`config.mk`:
```
export PLATFORM = sky130hd
export DESIGN_NAME = lcd_bias_voltage_control
export DESIGN_NICKNAME = d
export VERILOG_FILES = /design/src/lcd_bias_pkg.sv /design/src/lcd_bias_voltage_control.sv /design/src/lcd_cmd_decode.sv
export VERILOG_INCLUDE_DIRS = /design/src
export SDC_FILE = /design/constraint.sdc
export NUM_CORES = 1
export LEC_CHECK = 0
export BUFFER_PORTS_ARGS = -buffer_cell sky130_fd_sc_hd__buf_2
export CAP_MARGIN = 20
export CORE_MARGIN = 2
export CORE_UTILIZATION = 30
export DETAILED_ROUTE_END_ITERATION = 6
export GPL_TIMING_DRIVEN = 0
export PLACE_DENSITY = 0.61
export SYNTH_ARGS = -nofsm -noshare
export SYNTH_HDL_FRONTEND = slang
export SYNTH_SLANG_ARGS = --single-unit
```
`constraint.sdc`:
```
create_clock -name clk -period 1.3 [get_ports clk]
set_input_delay 0.065 -clock clk [delete_from_list [all_inputs] [get_ports clk]]
set_output_delay 0.065 -clock clk [all_outputs]
set_load 0.03 [all_outputs]
```
`src/lcd_bias_consts.svh`:
```
`ifndef LCD_BIAS_CONSTS_SVH
`define LCD_BIAS_CONSTS_SVH

// Command byte encodings and masks
`define CMD_DISP_OFF 8'hAE
`define CMD_DISP_ON 8'hAF
`define CMD_ALLPTS_OFF 8'hA4
`define CMD_ALLPTS_ON 8'hA5
`define CMD_BIAS_MASK 8'hFE
`define CMD_BIAS_BASE 8'hA2
`define CMD_SOFT_RESET 8'hE2
`define CMD_PWR_MASK 8'hF8
`define CMD_PWR_BASE 8'h28
`define CMD_DIV_MASK 8'hF8
`define CMD_DIV_BASE 8'h20
`define CMD_VOL_MASK 8'hE0
`define CMD_VOL_BASE 8'h80

// Field positions
`define PWR_BOOST_BIT 2
`define PWR_REG_BIT 1
`define PWR_FOL_BIT 0

// Initial values, external divider code and full-scale contrast
`define VOL_RESET 5'h10
`define DIV_RESET 3'h0
`define PWR_RESET 3'h0
`define DIV_EXTERNAL 3'h7
`define VOL_MAX 5'h1F

// Register offsets of the plain port (command write, settings and status read)
`define REG_CMD 2'h0
`define REG_SETTINGS 2'h1
`define REG_STATUS 2'h2

`endif

```
`src/lcd_bias_pkg.sv`:
```
package lcd_bias_pkg;

    // Bias ratio choice
    typedef enum logic {
        BIAS_SIXTH = 1'b0,
        BIAS_EIGHTH = 1'b1
    } bias_e;

    // Power-save detector state
    typedef enum logic [1:0] {
        PS_ACTIVE = 2'b00,
        PS_SAVE = 2'b01
    } ps_e;

    // Decoded command
    typedef struct packed {
        logic vol;
        logic div;
        logic pwr;
        logic bias;
        logic disp;
        logic allpts;
        logic srst;
        logic [7:0] data;
    } cmd_s;

    // Drive settings seen by the analog section
    typedef struct packed {
        logic [4:0] contrast_level;
        logic [4:0] atten;
        logic [2:0] divider_gain_select;
        logic ext_divider;
        logic [2:0] pwr_en;
        bias_e bias;
    } drive_s;

endpackage

```
`src/lcd_bias_voltage_control.sv`:
```
// Local design decisions: the address map and the strobed register port.
`timescale 1ns/100ps
`include "lcd_bias_consts.svh"

// Summary of operation
// Five-bit contrast; attenuation is 31 minus code
// Three-bit divider; code 111 means external
// Byte 27H selects external divider mode
// Contrast bytes 80H..9FH, level in low bits
// Host enables regulator and follower first
// Bias command picks one-sixth or one-eighth
// Host powers off via display-off, all-on, power-clear
// Display-off plus all-points-on enters power save
// Hardware or software reset turns supply off
// Discharge path active while init pin low
// Power bits: 2 booster, 1 regulator, 0 follower
// Init: contrast 10000, divider and power zero
// Settings update immediately after command write
module lcd_bias_voltage_control (
    input wire logic clk,
    input wire logic srst,
    input wire logic clk_en,
    input wire logic chip_init_pin_n,
    input wire logic [1:0] addr,
    input wire logic [7:0] wdata,
    input wire logic wr,
    input wire logic rd,
    output logic [7:0] rdata,
    output lcd_bias_pkg::drive_s drive,
    output logic booster_on,
    output logic regulator_on,
    output logic follower_on,
    output logic power_save,
    output logic display_on,
    output logic all_points_on,
    output logic discharge_en
);

    // All block state
    typedef struct packed {
        logic [4:0] vol;
        logic [2:0] div;
        logic [2:0] pwr;
        lcd_bias_pkg::bias_e bias;
        logic disp_on;
        logic allpts;
        lcd_bias_pkg::ps_e ps;
        logic [7:0] rdata;
    } state_s;

    state_s state; // Registered state
    state_s next_state; // Next value
    lcd_bias_pkg::cmd_s cmd; // Decoded command
    logic init_active; // Init pin low or soft-reset command this cycle

    // Attenuation factor from contrast code
    function automatic logic [4:0] atten_of(input logic [4:0] code);
        atten_of = `VOL_MAX - code;
    endfunction

    ////////////////////////////////////////////////////////////////////////
    // Command decode, only writes to the command offset count
    lcd_cmd_decode u_dec (
        .byte_in(wdata),
        .valid(wr && clk_en && (addr == `REG_CMD)),
        .cmd(cmd)
    );

    // Hardware pin low or soft reset both initialise
    assign init_active = !chip_init_pin_n || cmd.srst;

    ////////////////////////////////////////////////////////////////////////
    // Next-state logic
    always_comb begin
        next_state = state;
        next_state.rdata = 8'h00;
        // Reads: data valid in the following cycle only
        if (rd) begin
            case (addr)
                `REG_SETTINGS: next_state.rdata = {state.div, state.vol};
                `REG_STATUS: next_state.rdata = {1'b0, state.ps[0], state.allpts,
                                                 state.disp_on, state.bias, state.pwr};
                default: next_state.rdata = 8'h00; // Unmapped and write-only
            endcase
        end
        if (init_active) begin
            // Initial state; the supply goes off with it
            next_state.vol = `VOL_RESET;
            next_state.div = `DIV_RESET;
            next_state.pwr = `PWR_RESET;
            next_state.bias = lcd_bias_pkg::BIAS_SIXTH;
            next_state.disp_on = 1'b0;
            next_state.allpts = 1'b1;
            next_state.ps = lcd_bias_pkg::PS_SAVE;
        end else begin
            // Each setting takes effect at the write itself
            // Contrast level in the low five bits
            if (cmd.vol) begin
                next_state.vol = cmd.data[4:0];
            end
            // Divider ratio; code 111 hands the gain to outside parts
            if (cmd.div) begin
                next_state.div = cmd.data[2:0];
            end
            // Supply enables, one bit per block
            if (cmd.pwr) begin
                next_state.pwr = cmd.data[2:0];
            end
            // Bias ratio from bit 0
            if (cmd.bias) begin
                next_state.bias = lcd_bias_pkg::bias_e'(cmd.data[0]);
            end
            // Display on or off
            if (cmd.disp) begin
                next_state.disp_on = cmd.data[0];
            end
            // All points forced on, or normal display
            if (cmd.allpts) begin
                next_state.allpts = cmd.data[0];
            end
            // Composite power save once both conditions hold
            // Either order is taken: cheaper than tracking order, same end state
            case (state.ps)
                lcd_bias_pkg::PS_ACTIVE: begin
                    if (!next_state.disp_on && next_state.allpts) begin
                        next_state.ps = lcd_bias_pkg::PS_SAVE;
                    end
                end
                lcd_bias_pkg::PS_SAVE: begin
                    if (next_state.disp_on || !next_state.allpts) begin
                        next_state.ps = lcd_bias_pkg::PS_ACTIVE;
                    end
                end
                default: next_state.ps = lcd_bias_pkg::PS_ACTIVE;
            endcase
        end
    end

    ////////////////////////////////////////////////////////////////////////
    // State register; clock enable freezes everything
    always_ff @(posedge clk) begin
        // Reset wins over the enable, so a frozen block can still be cleared
        if (srst) begin
            state.vol <= `VOL_RESET;
            state.div <= `DIV_RESET;
            state.pwr <= `PWR_RESET;
            state.bias <= lcd_bias_pkg::BIAS_SIXTH;
            state.disp_on <= 1'b0;
            state.allpts <= 1'b1;
            state.ps <= lcd_bias_pkg::PS_SAVE;
            state.rdata <= 8'h00;
        end else if (clk_en) begin
            state <= next_state;
        end
    end

    ////////////////////////////////////////////////////////////////////////
    // Outputs
    assign rdata = state.rdata;
    // Settings to the analog section; attenuation and flag decoded from state
    assign drive.contrast_level = state.vol;
    assign drive.atten = atten_of(state.vol);
    assign drive.divider_gain_select = state.div;
    assign drive.ext_divider = (state.div == `DIV_EXTERNAL);
    assign drive.pwr_en = state.pwr;
    assign drive.bias = state.bias;
    // Supply blocks are gated off in power save as well
    assign booster_on = state.pwr[`PWR_BOOST_BIT] && (state.ps != lcd_bias_pkg::PS_SAVE);
    assign regulator_on = state.pwr[`PWR_REG_BIT] && (state.ps != lcd_bias_pkg::PS_SAVE);
    assign follower_on = state.pwr[`PWR_FOL_BIT] && (state.ps != lcd_bias_pkg::PS_SAVE);
    assign power_save = (state.ps == lcd_bias_pkg::PS_SAVE);
    assign display_on = state.disp_on;
    assign all_points_on = state.allpts;
    // Direct from the pin: the short must act even with no clock
    assign discharge_en = !chip_init_pin_n;
endmodule // lcd_bias_voltage_control

```
`src/lcd_cmd_decode.sv`:
```
`timescale 1ns/100ps
`include "lcd_bias_consts.svh"

// Combinational command-byte classifier
module lcd_cmd_decode (
    input wire logic [7:0] byte_in,
    input wire logic valid,
    output lcd_bias_pkg::cmd_s cmd
);

    // Match byte against mask and base
    function automatic logic hit(input logic [7:0] b, input logic [7:0] m,
                                 input logic [7:0] base);
        hit = ((b & m) == base);
    endfunction

    ////////////////////////////////////////////////////////////////////////
    // Decode, one class per byte at most
    always_comb begin
        cmd.data = byte_in;
        cmd.vol = valid && hit(byte_in, `CMD_VOL_MASK, `CMD_VOL_BASE);
        cmd.div = valid && hit(byte_in, `CMD_DIV_MASK, `CMD_DIV_BASE);
        cmd.pwr = valid && hit(byte_in, `CMD_PWR_MASK, `CMD_PWR_BASE);
        cmd.bias = valid && hit(byte_in, `CMD_BIAS_MASK, `CMD_BIAS_BASE);
        cmd.disp = valid && hit(byte_in, 8'hFE, `CMD_DISP_OFF);
        cmd.allpts = valid && hit(byte_in, 8'hFE, `CMD_ALLPTS_OFF);
        cmd.srst = valid && (byte_in == `CMD_SOFT_RESET);
    end

endmodule // lcd_cmd_decode

```
==> run_results.csv <==
group,metric,value,unit
pwr,p_switching,0.343,mW
pwr,power.internal,0.974,mW
drt,routed_wl,3.55,mm
pwr,seqPwrFrac,0.537,
worst_setup_path,cp_cell_sequence,"buf_2 > inv_1 > ha_4 > nand4_1 > or4_1 > a31oi_1",
pwr,peakVddDrop,0.000574,V
cells_and_area,nets,206,
synthesis,synth_seq_cells,23,
cells_and_area,final_util,0.401,
placed_design,port_buffers,47,
clock_tree,path_clk_slew,0.08,ns
worst_setup_path,endpoint_kind,"flop",
placed_design,dp_cells,233,
worst_setup_path,slowest_stage,"or4_1",
hold_path,hp-class,"primary input to flop",
die,die_y,67.3,µm
die,die_w,67.3,µm
sta,setup_ws,0.0643,ns
die,start_util,0.305,
cells_and_area,antenna_cells,0,
synthesis,ys_types,39,
synthesis,synth_edf_count,0,
die,io_pins,49,
synthesis,synth_ff_type,"dfxtp_1",
clock_tree,cts_sinks,23,
pwr,clock_power_share,0.341,
worst_setup_path,slowest_delay,0.59,ns
sta,rsz0062_at_grt,"false",
worst_setup_path,cp.required,1.50,ns
sta,finClkSkew,0.00284,ns
die,fp.dieArea,4530,µm²
pwr,swShare,0.261,
global_routing,grt_start_max_net_pins,14,
clock_tree,clk_latency,0.27,ns
clock_tree,cts_buffers,3,
flow_run,maxCapViolCount,0,
synthesis,yosysWarningCount,0,
cells_and_area,drive_above_1_share,0.344,
synthesis,synthesis.area,1200,µm²
cells_and_area,postLayoutCellArea,1580,µm²
worst_setup_path,cp_max_fo,6,
sta,maxSlewViolCount,0,
die,row_count,23,
global_routing,grt_usage,0.169,
synthesis,syn_inst,136,
sta,finalSetupViolCount,0,
clock_tree,clock-root-buffer,"clkbuf_8",
sta,period_minus_slack,1.24,ns
placed_design,globalplace.congestion,0.880,
sta,worst_pin_slew,0.572,ns
pwr,p_leak,0.682,nW
drt,drtAntennaViolNets,0,
placed_design,hpwl,2.62,mm
placed_design,place_ws,-0.317,ns
sta,relSlewSlack,0.619,
drt,drtPass1Iterations,5,
global_routing,grt_pass1_vias,1079,
worst_setup_path,critPathArrivalTime,1.43,ns
synthesis,postSynth.asyncResetShare,0,
worst_setup_path,startpoint_type,"primary input",
clock_tree,cts_hold_buf,0,
synthesis,syn-num-nets,155,
clock_tree,clockBufferDepth,2,
clock_tree,cts_tree,"built",
sta,finalCritPeriodShare,0.951,
sta,max_freq,0.809,GHz
pwr,power_frac_comb,0.123,
cells_and_area,area_delta_synth_final,31.2,%
sta,hold_slack,0.174,ns
die,coreArea,3940,µm²
global_routing,grt_pass1_wl,5.66,mm
synthesis,synth_area_per_cell,8.85,µm²
synthesis,seq_area_frac_synth,0.383,
worst_setup_path,crit_type,"primary input to flop",
cells_and_area,instances_no_fill,236,
drt,vias,1311,
global_routing,antenna_found_initial,0,
sta,hold_viol_final,0,
sta,setup_tns,0,ns
clock_tree,h-tree-depth,1,
pwr,pwr_density_cell,834,nW/µm²
global_routing,grt_remaining_overflow,0,
drt,vias_per_cell,5.56,
drt,drt_iter0_markers,100,
drt,route.detailed.drc,0,
pwr,total_power,1.32,mW
drt,wl_per_cell,15.0,µm
placed_design,dpl_cell_area,1510,µm²
run_status,status,"finished, final reports clean",
==> cell usage in the layout (no fill, tap or decap), types with 5 or more instances in the layout <==
cell type / n
a21oi_1: 6
a222oi_1: 6
nor2_1: 9
dfxtp_1: 23
nand4_1: 8
a21o_1: 5
buf_2: 49
inv_1: 9
nor2b_1: 5
==> critical path, delay by kind of cell <==
| family | cells | cell delay (ns) |
|---|---|---|
| AND/OR/NAND/NOR | 2 | 0.85 |
| AO/OA/AOI/OAI | 1 | 0.13 |
| adder cells (fa/ha/maj) | 1 | 0.17 |
| buffers and inverters | 2 | 0.21 |
==> Yosys cell counts, types with 2 or more instances <==
master      n  share of area
and3_1      3          0.016
nor2b_1     5          0.026
nor2_1      9          0.028
o2bb2ai_1   4          0.029
nand2_1     2         0.0062
a31oi_1     3          0.016
nand3b_1    3          0.019
clkbuf_1    6          0.019
a222oi_1    6          0.050
dfxtp_1    23           0.38
a32oi_1     3          0.022
buf_2       2         0.0083
a21oi_1     6          0.025
inv_1       9          0.028
nand4_1     8          0.042
nor4_1      3          0.016
a21o_1      5          0.031
and4_1      2          0.015
nand3_1     4          0.017
a22o_1      2          0.015
and2_1      3          0.016
a22oi_1     2          0.012
ha_1        3          0.031
nor3_1      5          0.021
==> sequential cells by signal, indices dropped and copies added (netlist names) <==
| register | flops |
|---|---|
| all_points_on | 1 |
| state | 1 |
| drive | 12 |
| display_on | 1 |
| rdata | 8 |
==> path summary, 6_finish.rpt <==
kind	from	end	slack, ns	cells after the start
worst min register to register	drive[7]	drive[7]	0.50	1
worst min-delay path	srst	state[8]	0.17	3
worst max-delay path	addr[0]	drive[0]	0.06	6
worst max register to register	state[8]	state[8]	0.37	3
==> cell families after synthesis <==
kind of cell,synth area share
adder cells (fa/ha/maj),0.0312
AND/OR/NAND/NOR,0.289
AO/OA/AOI/OAI,0.234
buffers and inverters,0.0551
flip-flops,0.383
multiplexers,0.00832
==> power groups by stage <==
| stage | Sequential (mW) | Combinational, mW | Clock (mW) |
|---|---|---|---|
| after floorplan | 0.728 | 0.0796 | 0 |
| after global placement | 0.724 | 0.153 | 0 |
| after detailed placement | 0.724 | 0.153 | 0 |
| after CTS | 0.707 | 0.154 | 0.459 |
| after global routing | 0.708 | 0.177 | 0.497 |
| final | 0.707 | 0.161 | 0.449 |
==> layer usage <==
layer	track usage	routed length (µm)	vias to the layer above
met5	0	0	-
met4	0.0434	59	0
met3	0.0367	202	7
met2	0.251	1620	49
met1	0.245	1670	624
li1	-	-	631
==> area by class of cell <==
class | instances | area [µm²]
plain buffers | 6 | 25.0
clock buffers | 3 | 41.3
clock inverters | 1 | 5.00
fillers | 409 | 2360
inverters | 9 | 33.8
multi-input cells | 96 | 708
flip-flops and latches | 23 | 460
well taps | 50 | 62.6
repair buffers | 48 | 243
==> what timing repair did <==
| item | CTS | global route |
|---|---|---|
| resized for setup | 0 | 6 |
| setup endpoints to repair | 3 | 7 |
| pin swaps | 1 | 4 |
| buffers inserted | 1 | 0 |
Note: power is estimated with default switching activity, not from simulation.
